==> config.mk <==
export PLATFORM = sky130hd
export DESIGN_NAME = wdt_core
export DESIGN_NICKNAME = d
export VERILOG_FILES = /design/src/logic/wdt_pkg.sv /design/src/logic/wdt_core.sv
export SDC_FILE = /design/constraint.sdc
export NUM_CORES = 1
export LEC_CHECK = 0
export BUFFER_PORTS_ARGS = -buffer_cell sky130_fd_sc_hd__buf_4
export CAP_MARGIN = 20
export CORE_AREA = 2 2 146 148
export DETAILED_ROUTE_END_ITERATION = 12
export DIE_AREA = 0 0 148 150
export GPL_TIMING_DRIVEN = 0
export PLACE_DENSITY = 0.43
export SYNTH_ARGS = -nofsm -noshare
export SYNTH_HDL_FRONTEND = slang
export SYNTH_SLANG_ARGS = --single-unit
==> constraint.sdc <==
create_clock -name ref_clk -period 2.8 [get_ports ref_clk]
set_clock_uncertainty 0.1 [all_clocks]
set_input_delay 0.56 -clock ref_clk [delete_from_list [all_inputs] [get_ports ref_clk]]
set_output_delay 0.56 -clock ref_clk [all_outputs]
set_load 0.03 [all_outputs]
==> src/logic/wdt_pkg.sv <==
package wdt_pkg;

  // Core clock and low-speed oscillator rates
  localparam int unsigned CLK_HZ = 125000000;
  localparam int unsigned CLK_PERIOD_NS = 8;
  localparam int unsigned OSC_HZ = 32000;
  localparam int unsigned OSC_DIV = CLK_HZ / OSC_HZ;
  localparam int unsigned DIV_W = 12;

  // Software reset delay, a least time, so it rounds up
  localparam int unsigned SRESET_NS = 16000;
  localparam int unsigned SRESET_CYCLES = (SRESET_NS + CLK_PERIOD_NS - 1) / CLK_PERIOD_NS;

  // Counter width covers the longest period of 2^18 ticks
  localparam int unsigned CNT_W = 18;

  // APB byte addresses
  localparam logic [7:0] ADDR_CTRL = 8'h00;
  localparam logic [7:0] ADDR_CAUSE = 8'h04;
  localparam logic [7:0] ADDR_STATUS = 8'h08;
  localparam logic [7:0] ADDR_IRQ_STAT = 8'h0c;
  localparam logic [7:0] ADDR_IRQ_MASK = 8'h10;
  localparam logic [7:0] ADDR_COUNT = 8'h14;

  // Guard field patterns and reset values
  localparam logic [4:0] GUARD_ENABLE = 5'h0a;
  localparam logic [4:0] GUARD_DISABLE = 5'h15;
  localparam logic [7:0] CTRL_RESET = 8'h53;

  // Interrupt status bit positions
  localparam int unsigned IRQ_OVF = 0;
  localparam int unsigned IRQ_GUARD = 1;
  localparam int unsigned IRQ_W = 2;

  typedef struct packed {
    logic [4:0] watchdog_guard_field;
    logic [2:0] timeout_period_select;
  } ctrl_t;

  typedef struct packed {
    logic reset_ctrl_soft_reset_flag;
    logic undervoltage_reset_flag;
    logic undervoltage_cfg_reset_flag;
    logic watchdog_ctrl_reset_flag;
  } cause_t;

  typedef enum logic [1:0] {
    GUARD_RUN,
    GUARD_STOP,
    GUARD_BAD
  } guard_mode_t;

endpackage

==> src/logic/wdt_core.sv <==
`timescale 1ns/1ps
// Functional notes
// RL1 - Counter advances on a ~32kHz oscillator tick derived from the core clock.
// RL2 - Period select 0..7 gives 2^8,10,12,14,15,16,17,18 ticks.
// RL3 - Guard 01010 runs the watchdog, 10101 stops it.
// RL4 - Any other guard value issues a full reset after the soft-reset delay.
// RL5 - A guard-value reset sets the watchdog control reset cause flag.
// RL6 - Control register powers up as 0x53, watchdog running.
// RL7 - Watchdog cause flag clears only by a software write of zero.
// RL8 - Overflow in run mode resets the device and sets the timeout flag.
// RL9 - Overflow in sleep or idle sets timeout and resets only PC and SP.
// RL10 - Counter clears on guard reset, clear instruction and halt instruction.
// RL11 - Cause register bits 7..4 read zero; cause flags power up zero.
// RL12 - Halt clears the counter; it keeps counting only when enabled.
// RL13 - Power-down flag clears on power-up or clear instruction, sets on halt.
// RL14 - Overflow at the selected count; counting restarts from zero after a clear.
module wdt_core #(
  parameter int unsigned ADDR_W = 8,
  parameter int unsigned SRESET_CYC = wdt_pkg::SRESET_CYCLES,
  parameter int unsigned OSC_DIV_CYC = wdt_pkg::OSC_DIV
)(
  input wire logic ref_clk,
  input wire logic sys_rst,
  input wire logic psel,
  input wire logic penable,
  input wire logic pwrite,
  input wire logic [ADDR_W-1:0] paddr,
  input wire logic [31:0] pwdata,
  output logic [31:0] prdata,
  output logic pready,
  output logic pslverr,
  input wire logic clear_watchdog_instruction,
  input wire logic halt_instruction,
  input wire logic sleep_idle,
  input wire logic soft_reset_event,
  input wire logic undervoltage_event,
  input wire logic undervoltage_cfg_event,
  output logic device_reset,
  output logic pc_sp_reset,
  output logic timeout_flag,
  output logic power_down_flag,
  output logic irq
);

  generate
    if (ADDR_W < 5 || SRESET_CYC < 1 || OSC_DIV_CYC < 2
        || OSC_DIV_CYC > (1 << wdt_pkg::DIV_W))
    begin : g_bad_param
      $error("wdt_core: unsupported parameter value");
    end
  endgenerate

  // Terminal count for a period select: 2^n - 1
  function automatic logic [wdt_pkg::CNT_W-1:0] period_last(input logic [2:0] sel);
    logic [4:0] expo;
    expo = (sel < 3'h4) ? {1'b0, sel, 1'b0} + 5'h08 : {2'b00, sel} + 5'h0b;
    period_last = (wdt_pkg::CNT_W'(1) << expo) - wdt_pkg::CNT_W'(1);
  endfunction

  wdt_pkg::ctrl_t ctrl_q, ctrl_d;
  wdt_pkg::cause_t cause_q, cause_d;
  logic [wdt_pkg::CNT_W-1:0] cnt_q, cnt_d;
  logic [wdt_pkg::DIV_W-1:0] div_q;
  logic [31:0] srst_q;
  logic [wdt_pkg::IRQ_W-1:0] ist_q, ist_d, imask_q;
  logic timeout_q, pdf_q, dev_rst_q, pcsp_q, irq_q;
  logic [31:0] prdata_q;
  logic pready_q, pslverr_q;

  // Bus decode
  wire [7:0] addr8 = 8'(paddr);
  wire hit_ctrl = addr8 == wdt_pkg::ADDR_CTRL;
  wire hit_cause = addr8 == wdt_pkg::ADDR_CAUSE;
  wire hit_status = addr8 == wdt_pkg::ADDR_STATUS;
  wire hit_ist = addr8 == wdt_pkg::ADDR_IRQ_STAT;
  wire hit_imask = addr8 == wdt_pkg::ADDR_IRQ_MASK;
  wire hit_count = addr8 == wdt_pkg::ADDR_COUNT;
  wire hit_any = hit_ctrl | hit_cause | hit_status | hit_ist | hit_imask | hit_count;
  wire setup = psel & ~penable;
  wire wr_en = psel & penable & pready_q & pwrite & hit_any;

  // Guard decode
  wire wdt_pkg::guard_mode_t gmode =
    (ctrl_q.watchdog_guard_field == wdt_pkg::GUARD_ENABLE) ? wdt_pkg::GUARD_RUN :
    (ctrl_q.watchdog_guard_field == wdt_pkg::GUARD_DISABLE) ? wdt_pkg::GUARD_STOP :
    wdt_pkg::GUARD_BAD;
  wire run = gmode == wdt_pkg::GUARD_RUN; // [RL3]
  wire guard_bad = gmode == wdt_pkg::GUARD_BAD;
  // Delay restarts whenever the guard field turns legal again
  wire guard_fire = guard_bad & (srst_q == SRESET_CYC - 1); // [RL4]

  // Oscillator tick from the core clock
  wire tick = div_q == wdt_pkg::DIV_W'(OSC_DIV_CYC - 1); // [RL1]
  // Equality compare: a shorter select written after the counter has passed its terminal count waits for the counter to wrap
  wire ovf = run & tick & (cnt_q == period_last(ctrl_q.timeout_period_select)); // [RL2] [RL14]
  wire cnt_clear = guard_bad | clear_watchdog_instruction | halt_instruction; // [RL10] [RL12]
  wire full_rst = guard_fire | (ovf & ~sleep_idle);

  // Counter
  always_comb
  begin
    cnt_d = cnt_q;
    if (cnt_clear || ovf || full_rst)
    begin
      cnt_d = '0; // [RL10] [RL14]
    end
    else if (run && tick)
    begin
      cnt_d = cnt_q + wdt_pkg::CNT_W'(1); // [RL1]
    end
  end

  // Control register; any full reset returns it to its power-on value
  always_comb
  begin
    ctrl_d = ctrl_q;
    if (full_rst)
    begin
      ctrl_d = wdt_pkg::CTRL_RESET; // [RL6]
    end
    else if (wr_en && hit_ctrl)
    begin
      ctrl_d = pwdata[7:0];
    end
  end

  // Cause flags: hardware set wins over a software write
  always_comb
  begin
    cause_d = cause_q;
    if (wr_en && hit_cause)
    begin
      cause_d = pwdata[3:0]; // [RL7]
    end
    cause_d.watchdog_ctrl_reset_flag = cause_d.watchdog_ctrl_reset_flag | guard_fire; // [RL5]
    cause_d.reset_ctrl_soft_reset_flag = cause_d.reset_ctrl_soft_reset_flag | soft_reset_event;
    cause_d.undervoltage_reset_flag = cause_d.undervoltage_reset_flag | undervoltage_event;
    cause_d.undervoltage_cfg_reset_flag =
      cause_d.undervoltage_cfg_reset_flag | undervoltage_cfg_event;
  end

  // Interrupt status, write one to clear, set wins
  always_comb
  begin
    ist_d = ist_q;
    if (wr_en && hit_ist)
    begin
      ist_d = ist_q & ~pwdata[wdt_pkg::IRQ_W-1:0];
    end
    ist_d[wdt_pkg::IRQ_OVF] = ist_d[wdt_pkg::IRQ_OVF] | ovf;
    ist_d[wdt_pkg::IRQ_GUARD] = ist_d[wdt_pkg::IRQ_GUARD] | guard_fire;
  end

  // Read mux, loaded in the setup cycle so the data is ready with pready
  wire [31:0] rd_mux =
    hit_ctrl ? {24'h000000, ctrl_q} :
    hit_cause ? {28'h0000000, cause_q} : // [RL11]
    hit_status ? {30'h00000000, pdf_q, timeout_q} :
    hit_ist ? {30'h00000000, ist_q} :
    hit_imask ? {30'h00000000, imask_q} :
    hit_count ? {14'h0000, cnt_q} : 32'h00000000;

  always_ff @(posedge ref_clk)
  begin
    if (sys_rst)
    begin
      div_q <= '0;
      cnt_q <= '0;
      srst_q <= '0;
      ctrl_q <= wdt_pkg::CTRL_RESET; // [RL6]
      cause_q <= '0; // [RL11]
    end
    else
    begin
      div_q <= tick ? '0 : div_q + wdt_pkg::DIV_W'(1);
      cnt_q <= cnt_d;
      srst_q <= (guard_bad && !guard_fire) ? srst_q + 32'h00000001 : '0; // [RL4]
      ctrl_q <= ctrl_d;
      cause_q <= cause_d;
    end
  end

  // Status flags and reset pulses
  always_ff @(posedge ref_clk)
  begin
    if (sys_rst)
    begin
      timeout_q <= 1'b0;
      pdf_q <= 1'b0; // [RL13]
      dev_rst_q <= 1'b0;
      pcsp_q <= 1'b0;
    end
    else
    begin
      timeout_q <= ovf | (timeout_q & ~halt_instruction); // [RL8] [RL9]
      pdf_q <= halt_instruction | (pdf_q & ~clear_watchdog_instruction); // [RL13]
      dev_rst_q <= full_rst; // [RL8]
      pcsp_q <= ovf & sleep_idle; // [RL9]
    end
  end

  // Interrupts and bus answer
  always_ff @(posedge ref_clk)
  begin
    if (sys_rst)
    begin
      ist_q <= '0;
      imask_q <= '0;
      irq_q <= 1'b0;
      prdata_q <= '0;
      pready_q <= 1'b0;
      pslverr_q <= 1'b0;
    end
    else
    begin
      ist_q <= ist_d;
      imask_q <= (wr_en && hit_imask) ? pwdata[wdt_pkg::IRQ_W-1:0] : imask_q;
      // A mask bit of one lets its status bit through to irq
      irq_q <= |(ist_q & imask_q);
      pready_q <= setup;
      pslverr_q <= setup & ~hit_any;
      prdata_q <= setup ? rd_mux : prdata_q;
    end
  end

  assign prdata = prdata_q;
  assign pready = pready_q;
  assign pslverr = pslverr_q;
  assign device_reset = dev_rst_q;
  assign pc_sp_reset = pcsp_q;
  assign timeout_flag = timeout_q;
  assign power_down_flag = pdf_q;
  assign irq = irq_q;
endmodule

# Word level (Yosys, flattened, before mapping)
# Cells that the tools add are included.
[totals] reg_bits=117 out_inout_bits=39 input_bits=51
[op_classes] bitwise=38 n_reduce_logical=16 magnitude_cmp=1 shift=1 n_eq_ne=11 addsub=6 mux=11
[op_table] operator="$mux W18" n=6
[op_table] operator="$add A32 B1 Y32 const B" n=1
[op_table] operator="$eq A32 B11 Y1 const B" n=1
[op_table] operator="$add A18 B1 Y18 const B" n=1
[op_table] operator="$eq A18 B18 Y1" n=1
[op_table] operator="$shl A1 B5 Y18 const A" n=1
[op_table] operator="$sub A18 B2 Y18 const B" n=1
[op_table] operator="$eq A8 B4 Y1 const B" n=2
[op_table] operator="$eq A8 B5 Y1 const B" n=2
[op_table] operator="$or A1 B1 Y1" n=16
[op_table] operator="$and A1 B1 Y1" n=13
[op_table] operator="$add A12 B1 Y12 const B" n=1
[op_table] operator="$eq A12 B12 Y1 const B" n=1
[op_table] operator="$reduce_or A2 Y1" n=5
[op_table] operator="$eq A8 B3 Y1 const B" n=1
[op_table] operator="$logic_not A8 Y1" n=1
[op_table] operator="$logic_and A1 B1 Y1" n=6
[op_table] operator="$mux W2" n=3
[op_table] operator="$not A1 Y1" n=6
[op_table] operator="$add A3 B4 Y5 const B" n=1
[op_table] operator="$add A4 B4 Y5 const B" n=1
[op_table] operator="$eq A5 B4 Y1 const B" n=1
[op_table] operator="$eq A5 B5 Y1 const B" n=1
[op_table] operator="$mux W5" n=1
[op_table] operator="8 further kinds" n=10

# Logic depth before layout (Yosys ltp)
# Gate-level depths: netlist of the first run.
[depth] depth_word=10 ltp_mapped=12 mapped_depth_nobuf=8

# Least setup slack after synthesis of the first run
# OpenSTA, ideal clock, no wires.
[synth_path] kind="flip-flop to flip-flop" startpoint="register ctrl_q[1] in the netlist's numbering" endpoint="register ctrl_q[2] in the netlist's numbering" path_buffers=3 setup_slack_ps=94 required_time_ps=2584 arrival_time_ps=2490 setup_ps=116 stages_incl_launch_ff=12 synth_period_minus_slack_ps=2706 cell_sequence="dfxtp_1 buf_2 buf_4 inv_1 ha_1 and4b_1 nand2_1 a2111oi_0 nand4_1 or3_1 buf_6 and3_1"
[synth_between] elab_chain_cells=9
[synth_lines] item="start, declared" line="wdt_core.sv:60" source="wdt_pkg::ctrl_t ctrl_q, ctrl_d;"
[synth_lines] item="start signal, assigned" line="wdt_core.sv:170" source="ctrl_q <= wdt_pkg::CTRL_RESET;"
[synth_lines] item="start signal, assigned" line="wdt_core.sv:178" source="ctrl_q <= ctrl_d;"
[synth_lines] item="$add A3 B4 Y5, or another cell as far along" line="wdt_core.sv:56" source="expo = (sel < 3'h4) ? {1'b0, sel, 1'b0} + 5'h08 : {2'b00, sel} + 5'h0b;"
[synth_lines] item="$mux W5 (*)" line="wdt_core.sv:56"
[synth_lines] item="$shl A1 B5 Y18 (*)" line="wdt_core.sv:57" source="period_last = (wdt_pkg::CNT_W'(1) << expo) - wdt_pkg::CNT_W'(1);"
[synth_lines] item="$sub A18 B2 Y18 (*)" line="wdt_core.sv:57"
[synth_lines] item="$eq A18 B18 Y1 (*)" line="wdt_core.sv:95" source="wire ovf = run & tick & (cnt_q == period_last(ctrl_q.timeout_period_select));"
[synth_lines] item="$and A1 B1 Y1 (*)" line="wdt_core.sv:95"
[synth_lines] item="$and A1 B1 Y1 (*)" line="wdt_core.sv:97" source="wire full_rst = guard_fire | (ovf & ~sleep_idle);"
[synth_lines] item="$or A1 B1 Y1 (*)" line="wdt_core.sv:97"
[synth_lines] item="$reduce_or A2 Y1 (no line) (*)"
# Mark *: on every way between the ends. The rest lies on a longest branch, timed or not.
# A chain may end at the register's enable or synchronous reset.

# Worst setup path after layout of the first run
[layout_path] startpoint="register ctrl_q[0] in the netlist's numbering" endpoint="register ctrl_q[5] in the netlist's numbering"
# Same word-level chain as after synthesis.

==> flow_metrics.tcl, run 1 <==
set metrics [dict create \
    status "finished clean" \
    die_area_sq_um 22200 \
    start_util_pct 24.66 \
    vias_per_cell 4.562 \
    wl_met3_microns 515 \
    htreeDepth 3 \
    gp_congestion 0.8596 \
    p_sw_w 0.0007614 \
    syn_avg_cell_area_sq_um 8.504 \
    synth_async_sr_flop_share_pct 0 \
    drt-pass1-iter-count 4 \
    cts_root_buffer "clkbuf_16" \
    p_sw_share_pct 26.03 \
    min_period_ps 2661 \
    drc 0 \
    synth_top_cell_by_area "dfxtp_1" \
    layout_setup_ws_ps 138.6 \
    cp.arrival_ps 2810 \
    final_util_pct 30.65 \
    r2r_slack_ps 140 \
    track_usage_pct 12.36 \
    dpl.hpwl_microns 10230 \
    synth_edf_count 0 \
    synth_cells 600 \
    finalNetCount 738 \
    syn_to_final_growth_pct 24.30 \
    yosys-top-cells-area "dfxtp_1 40%, nor2_1 6.8%, xor2_1 6.5%" \
    io_pins 90 \
    fin_crit_sh_pct 95.05 \
    wirelength_microns 13490 \
    post-place-ws_ps -716.7 \
    synth_top_cell_area_share_pct 40.41 \
    worst_pin_slew_ps 721.3 \
    worst_setup_path_end_kind "register" \
    power.leakage_nw 2.315 \
    max_slew_margin_pct 51.47 \
    die_y_microns 150 \
    hp-class "input port to register" \
    via_count 4384 \
    clock-sinks 103 \
    antenna_found_initial 0 \
    overflow 0 \
    yosysWarnings 0 \
    worstPathMaxFanout 9 \
    core.rowCount 53 \
    clk_pin_slew_ps 80 \
    grt_pass1_wl_microns 21950 \
    core-area_sq_um 20690 \
    cts_tree "yes" \
    die_w_microns 148 \
    portBuffers 49 \
    cts-buffers-inserted 9 \
    grt_pass1_vias 4247 \
    cts_buffer_depth 2 \
    drive_gt1_share_pct 19.53 \
    ant_nets 0 \
    crit_start "ctrl_q[0]$_SDFFE_PP1P_" \
    clk_latency_ps 360 \
    reg2reg_depth 10 \
    fmax_mhz 375.7 \
    met1_length_microns 6544 \
    min_from "halt_instruction" \
    min_path_cells 3 \
    yosys_register_bits 103 \
    timing.hold.ws_ps 336.2 \
    endpoint "ctrl_q[5]$_SDFFE_PP0P_" \
    synth_seq_area_share_pct 40.41 \
    grt_max_degree 20 \
    slew_violations 0 \
    p_per_area_nw_per_um2 461.3 \
    wl_met2_microns 6206 \
    required_ps 2950 \
    seqPwrFrac_pct 50.6 \
    design_power_total_w 0.002925 \
    reg2reg_from "ctrl_q[0]$_SDFFE_PP1P_" \
    r2r-end "ctrl_q[5]$_SDFFE_PP0P_" \
    synth.most_common_cell "dfxtp_1" \
    synth_cell_type_count 58 \
    pwr-share-clk_pct 43.8 \
    drt-wirelength-per-cell_microns 14.03 \
    antenna_cells 0 \
    synth_common_cells "103 x dfxtp_1, 93 x nor2_1, 38 x nand2_1, 38 x xor2_1, 29 x a21oi_1" \
    cap_viol_max_count 0 \
    place_area_sq_um 5867 \
    synthFlopType "dfxtp_1" \
    setup_violations 0 \
    critical_path_class "register to register" \
    initialDrtViolationCount 303 \
    cp-start-kind "register" \
    top_layer_used "met4" \
    vdd_ir_drop_max_v 0.0003673 \
    comb_power_share_pct 5.6 \
    hold_viol 0 \
    p_int_w 0.002164 \
    synth_area_sq_um 5102 \
    fin_area_sq_um 6342 \
]
## per-stage QoR
step                setup TNS (ps)  cells
finish                           0    961
global route                -26.77    961
CTS                              0    956
detailed placement          -19470    938
global placement            -18340    938
floorplan                        0    614
## kinds of logic (layout without fill, tap and decap cells)
group / count (synthesis) / count (layout) / synth area share [%]
AOI/OAI and AO/OA: 87 / 87 / 11.18
buffers and inverters: 60 / 132 / 6.228
adders and majority gates: 6 / 6 / 1.471
muxes: 17 / 17 / 3.482
DFF: 103 / 103 / 40.41
other: 2 / 16 / 0.1472
xor gates and xnor gates: 58 / 58 / 9.956
and+or+nand+nor: 267 / 267 / 27.12
## worst min-delay path by stage
stage,endpoint,slack (ps)
2_1_floorplan,srst_q[0]$_SDFF_PP0_,330
3_3_place_gp,srst_q[0]$_SDFF_PP0_,350
3_5_place_dp,srst_q[0]$_SDFF_PP0_,360
4_1_cts,power_down_flag$_SDFF_PP0_,330
5_1_grt,power_down_flag$_SDFF_PP0_,340
6_report,power_down_flag$_SDFF_PP0_,340
## repair_timing
item | in CTS | in global routing
setup endpoints to repair | 59 | 58
buffers inserted | 3 | 6
cloned | 0 | 0
hold buffers | 0 | 0
pin swaps | 5 | 6
resized for setup | 18 | 15
## layout by cell type (no fill, tap or decap), types with 3 or more instances in the layout
master / count
inv_1: 14
nand2b_1: 9
nor3_2: 3
and4b_1: 6
nor3_1: 12
nand3_1: 28
or4_1: 3
nor2_1: 93
or2_2: 3
mux2i_1: 11
mux2_2: 6
a21oi_1: 29
xnor2_1: 20
clkbuf_16: 9
dfxtp_1: 101
o211ai_1: 6
buf_6: 3
a211o_1: 3
conb_1: 16
o21ai_0: 15
xor2_1: 38
buf_4: 73
clkbuf_2: 3
nand4_1: 11
and2_1: 6
a22oi_1: 17
or3_1: 9
clkbuf_1: 17
nand2_1: 37
nor4_1: 6
and3_1: 16
ha_1: 5
and4_1: 7
## power groups by stage
stage	Combinational (W)	Sequential [W]	Clock (W)
global placement	0.000159	0.00151	0
CTS	0.000164	0.00148	0.00132
finish	0.000165	0.00148	0.00128
floorplan	0.0000982	0.00152	0
detailed placement	0.000160	0.00151	0
global route	0.000180	0.00148	0.00137
## cell type report
cell class	instances	area, sq um
fill	2212	14350
tap	275	344.1
multi-input combinational	451	2880
inverter	15	56.30
clock inverter	7	67.56
clock buffer	9	225.2
timing repair buffer	58	435.4
sequential	103	2064
buffer	43	269.0
## worst max-delay path: stages, from the launching register on
cell	delay (ps)
dfxtp_2	330
buf_6	100
buf_8	100
inv_1	60
ha_4	320
and4b_1	240
nand2_2	80
a2111oi_4	370
nand4_1	190
or3_4	480
and3_1	190
## flip-flops by register name, summed over array words and instances, names as in the netlist, 2 cells and up
name and count:
div_q 12, cause_q 4, ist_q 2, ctrl_q 8
srst_q 32, imask_q 2, prdata 18, cnt_q 18
## per-layer routing
layer  global-route usage (%)  vias up
met1                    16.01     2067
met5                        0        -
li1                         -     2222
met4                    3.762        0
met2                    20.67       77
met3                    2.591       18
No activity file was read; power rests on OpenSTA's default activity.
==> inputs of run 2 (changes only) <==
CORE_AREA = 5 5 149 151   (was 2 2 146 148)
DIE_AREA = 0 0 154 156   (was 0 0 148 150)
SKIP_CTS_REPAIR_TIMING = 1   (was not set)
==> flow_metrics.tcl, run 2 (same netlist as run 1, synthesis figures left out) <==
set metrics [dict create \
    cp-start-kind "register" \
    tns_ps 0 \
    grt_pass1_vias 4277 \
    required_ps 2950 \
    fmax_mhz 371.1 \
    die_area_sq_um 24020 \
    clk_latency_ps 360 \
    worstPathMaxFanout 10 \
    io_pins 90 \
    hold_viol 0 \
    largest_reg_flops 32 \
    vias_per_cell 4.555 \
    setup_violations 0 \
    finalNetCount 741 \
    htreeDepth 3 \
    wirelength_microns 13850 \
    worst_setup_path_end_kind "register" \
    drc 0 \
    grt_max_degree 20 \
    final_util_pct 30.76 \
    max_slew_margin_pct 48.36 \
    die_w_microns 154 \
    cp.arrival_ps 2840 \
    rsz0062_at_grt "false" \
    slew_violations 0 \
    critical_path_class "register to register" \
    fin_crit_sh_pct 96.24 \
    status "finished clean" \
    drt-wirelength-per-cell_microns 14.36 \
    overflow 0 \
    layout_commonest_cell "dfxtp_1" \
    worst_pin_slew_ps 767.5 \
    p_per_area_nw_per_um2 471.4 \
    drt-pass1-iter-count 5 \
    antenna_found_initial 0 \
    power.leakage_nw 2.335 \
    track_usage_pct 11.39 \
    cpMaxStageDelayCell "a2111oi_2" \
    cts_tree "yes" \
    clock-sinks 103 \
    cap_viol_max_count 0 \
    cts_root_buffer "clkbuf_16" \
    min_period_ps 2695 \
    portBuffers 49 \
    via_count 4391 \
    gp_congestion 0.8086 \
    final_cell_mix "101 x dfxtp_1, 93 x nor2_1, 74 x buf_4" \
    dpl.hpwl_microns 10460 \
    ant_nets 0 \
    vdd_ir_drop_max_v 0.0003202 \
    core.rowCount 53 \
    path_delay_family "simple AND/OR/NAND/NOR gates" \
    hp-class "input port to register" \
    largest-register "srst_q" \
    drive_gt1_share_pct 19.45 \
    die_y_microns 156 \
    timing.hold.ws_ps 337.2 \
    initialDrtViolationCount 274 \
    grt_pass1_wl_microns 22170 \
    start_util_pct 24.66 \
    cp.buffers_inverters 5 \
    core-area_sq_um 20690 \
    cts_buffer_depth 2 \
    path_cells "buf_6 -> buf_8 -> inv_2 -> ha_4 -> o211ai_1 -> xor2_1 -> a2111oi_2 -> nand4_1 -> buf_4 -> or3_4 -> buf_6 -> and3_1" \
    antenna_cells 0 \
    cts-buffers-inserted 9 \
    max_stage_delay_ps 380 \
    clk_pin_slew_ps 80 \
    crit_top_cell "buf_6" \
    syn_to_final_growth_pct 24.72 \
]
[run 2: through the flow]
stage / cells / cell area, sq um / setup slack (ps) / total power, W
2_1_floorplan: 614 / 5155 / 94.07 / 0.001615
3_3_place_gp: 938 / 5867 / -661.7 / 0.001673
5_1_grt: 964 / 6364 / 26.60 / 0.003118
6_report: 964 / 6364 / 105.2 / 0.003000
4_1_cts: 954 / 6182 / -746.2 / 0.003042
3_5_place_dp: 938 / 5867 / -727.9 / 0.001674
[run 2: worst min-delay path: stages]
cell	delay [ps]
buf_4	100
a21oi_1	40
nor2_1	70
[run 2: worst paths after layout]
kind | startpoint | to | slack [ps] | cells after the start
worst max-delay path | ctrl_q[0]$_SDFFE_PP1P_ | ctrl_q[7]$_SDFFE_PP0P_ | 110 | 12
worst min-delay path | halt_instruction | power_down_flag$_SDFF_PP0_ | 340 | 3
worst max register to register | ctrl_q[0]$_SDFFE_PP1P_ | ctrl_q[7]$_SDFFE_PP0P_ | 110 | 12
worst min register to register | prdata[0]$_SDFFE_PP0P_ | prdata[0]$_SDFFE_PP0P_ | 360 | 2
[run 2: final cells by class]
type / instances / area [sq um]
fillers: 2217 / 14330
multi-input cells: 451 / 2853
inverters: 15 / 56.30
clock inverters: 7 / 90.09
repair buffers: 60 / 450.4
flip-flops and latches: 103 / 2064
well taps: 275 / 344.1
plain buffers: 44 / 280.3
clock buffers: 9 / 225.2
[run 2: routing by layer]
layer  part of all wire (%)  vias to the layer above  track usage, %
li1                       -                     2231               -
met1                     48                     2054           14.95
met2                     45                       87           18.37
met3                    4.4                       19           2.663
met4                    1.9                        0           4.079
met5                      0                        -               0
[run 2: report_power, final]
part / internal, W / switching [W] / total [W] / leakage [nW]
Combinational: 0.0000661 / 0.0000992 / 0.000165 / 1.36
Sequential: 0.00147 / 0.00000725 / 0.00148 / 0.831
Clock: 0.000715 / 0.000640 / 0.00136 / 0.147
==> inputs of run 3 (changes only) <==
MAX_ROUTING_LAYER = met4   (was not set)
==> flow_metrics.tcl, run 3 (same netlist as run 1, synthesis figures left out) <==
set metrics [dict create \
    syn_to_final_growth_pct 24.72 \
    start_util_pct 24.66 \
    hold_viol 0 \
    portBuffers 49 \
    r2r-end "ctrl_q[7]$_SDFFE_PP0P_" \
    clk_pin_slew_ps 80 \
    clk_latency_ps 360 \
    reg2reg_depth 12 \
    clock-sinks 103 \
    status "finished clean" \
    critical_path_class "register to register" \
    fmax_mhz 371.0 \
    die_y_microns 156 \
    r2r_slack_ps 100 \
    vdd_ir_drop_max_v 0.0003199 \
    core-area_sq_um 20690 \
    slew_violations 0 \
    gp_congestion 0.8212 \
    num-fill-cells 2217 \
    final_util_pct 30.76 \
    multi_input_area_sq_um 2853 \
    finalNetCount 741 \
    worst_setup_path_end_kind "register" \
    vias_per_cell 4.570 \
    drt-pass1-iter-count 5 \
    initialDrtViolationCount 296 \
    power.leakage_nw 2.335 \
    core.rowCount 53 \
    cts-buffers-inserted 9 \
    final_cell_mix "101 x dfxtp_1, 93 x nor2_1, 74 x buf_4" \
    layout_commonest_cell "dfxtp_1" \
    ant_nets 0 \
    fin_area_sq_um 6364 \
    min_path_cells 3 \
    drive_gt1_share_pct 19.45 \
    hp-class "input port to register" \
    cts_root_buffer "clkbuf_16" \
    cts_tree "yes" \
    place_area_sq_um 5867 \
    fin_crit_sh_pct 96.25 \
    grt_pass1_vias 4273 \
    antenna_cells 0 \
    min_from "halt_instruction" \
    die_w_microns 154 \
    required_ps 2950 \
    grt_pass1_wl_microns 22220 \
    seq_area_sq_um 2064 \
    htreeDepth 3 \
    via_count 4405 \
    drt-wirelength-per-cell_microns 14.34 \
    reg2reg_from "ctrl_q[0]$_SDFFE_PP1P_" \
    io_pins 90 \
    cap_viol_max_count 0 \
    worst_pin_slew_ps 760.5 \
    min_period_ps 2695 \
    cts_buffer_depth 2 \
    worstPathMaxFanout 10 \
    min_to "power_down_flag$_SDFF_PP0_" \
    die_area_sq_um 24020 \
    cp.arrival_ps 2840 \
    grt_max_degree 20 \
    drc 0 \
    dpl.hpwl_microns 10460 \
    rsz0062_at_grt "false" \
    antenna_found_initial 0 \
    p_per_area_nw_per_um2 471.1 \
    cp-start-kind "register" \
    track_usage_pct 11.74 \
    largest-register "srst_q" \
    max_slew_margin_pct 48.83 \
    overflow 0 \
    wirelength_microns 13820 \
    largest_reg_flops 32 \
    setup_violations 0 \
]
## run 3: cell counts in the layout (fill, tap and decap cells not counted)
Identical to the previous run, type by type.
## run 3: routing by layer
| metal | global-route usage, % | vias up | part of all wire, % |
|---|---|---|---|
| li1 | - | 2229 | - |
| met1 | 14.95 | 2061 | 48 |
| met2 | 18.39 | 98 | 45 |
| met3 | 2.497 | 17 | 4.7 |
| met4 | 4.331 | 0 | 1.9 |
| met5 | - | - | 0 |
## run 3: metrics by stage
stage	setup WS [ps]	std cells	total power [W]	hold slack [ps]	TNS, ps
after floorplan	94.07	614	0.001615	326.4	0
after global placement	-661.7	938	0.001673	340.6	-17560
after detailed placement	-727.9	938	0.001674	349.0	-20710
after CTS	-746.2	954	0.003042	319.8	-21550
after global routing	26.33	964	0.003119	327.4	0
final	104.9	964	0.002998	336.5	0
## run 3: layout make-up
type | instances | share of cell area [%]
Sequential cell | 103 | 32.44
Clock inverter | 7 | 1.416
Buffer | 44 | 4.404
Tap cell | 275 | 5.407
Clock buffer | 9 | 3.539
Timing Repair Buffer | 60 | 7.078
Multi-Input combinational cell | 451 | 44.83
Inverter | 15 | 0.8848
## run 3: worst max-delay path by stage
stage / end / depth (start not counted) / startpoint
after CTS: ctrl_q[7]$_SDFFE_PP0P_ / 11 / ctrl_q[1]$_SDFFE_PP1P_
after floorplan: ctrl_q[2]$_SDFFE_PP0P_ / 11 / ctrl_q[1]$_SDFFE_PP1P_
after detailed placement: ctrl_q[7]$_SDFFE_PP0P_ / 11 / ctrl_q[1]$_SDFFE_PP1P_
after global routing: ctrl_q[2]$_SDFFE_PP0P_ / 12 / ctrl_q[0]$_SDFFE_PP1P_
final: ctrl_q[7]$_SDFFE_PP0P_ / 12 / ctrl_q[0]$_SDFFE_PP1P_
after global placement: ctrl_q[2]$_SDFFE_PP0P_ / 11 / ctrl_q[1]$_SDFFE_PP1P_
## run 3: report_power, final
group | switching, W | internal [W] | leakage (nW) | total [W]
logic | 0.0000992 | 0.0000661 | 1.36 | 0.000165
registers | 0.00000725 | 0.00147 | 0.831 | 0.00148
clock network | 0.000638 | 0.000715 | 0.147 | 0.00135
## run 3: worst max-delay path, cell delays in order, from the launching register on
cell,delay (ps)
dfxtp_2,330
buf_6,110
buf_8,110
inv_2,60
ha_4,200
o211ai_1,150
xor2_1,180
a2111oi_2,380
nand4_1,140
buf_4,180
or3_4,330
buf_6,150
and3_1,160
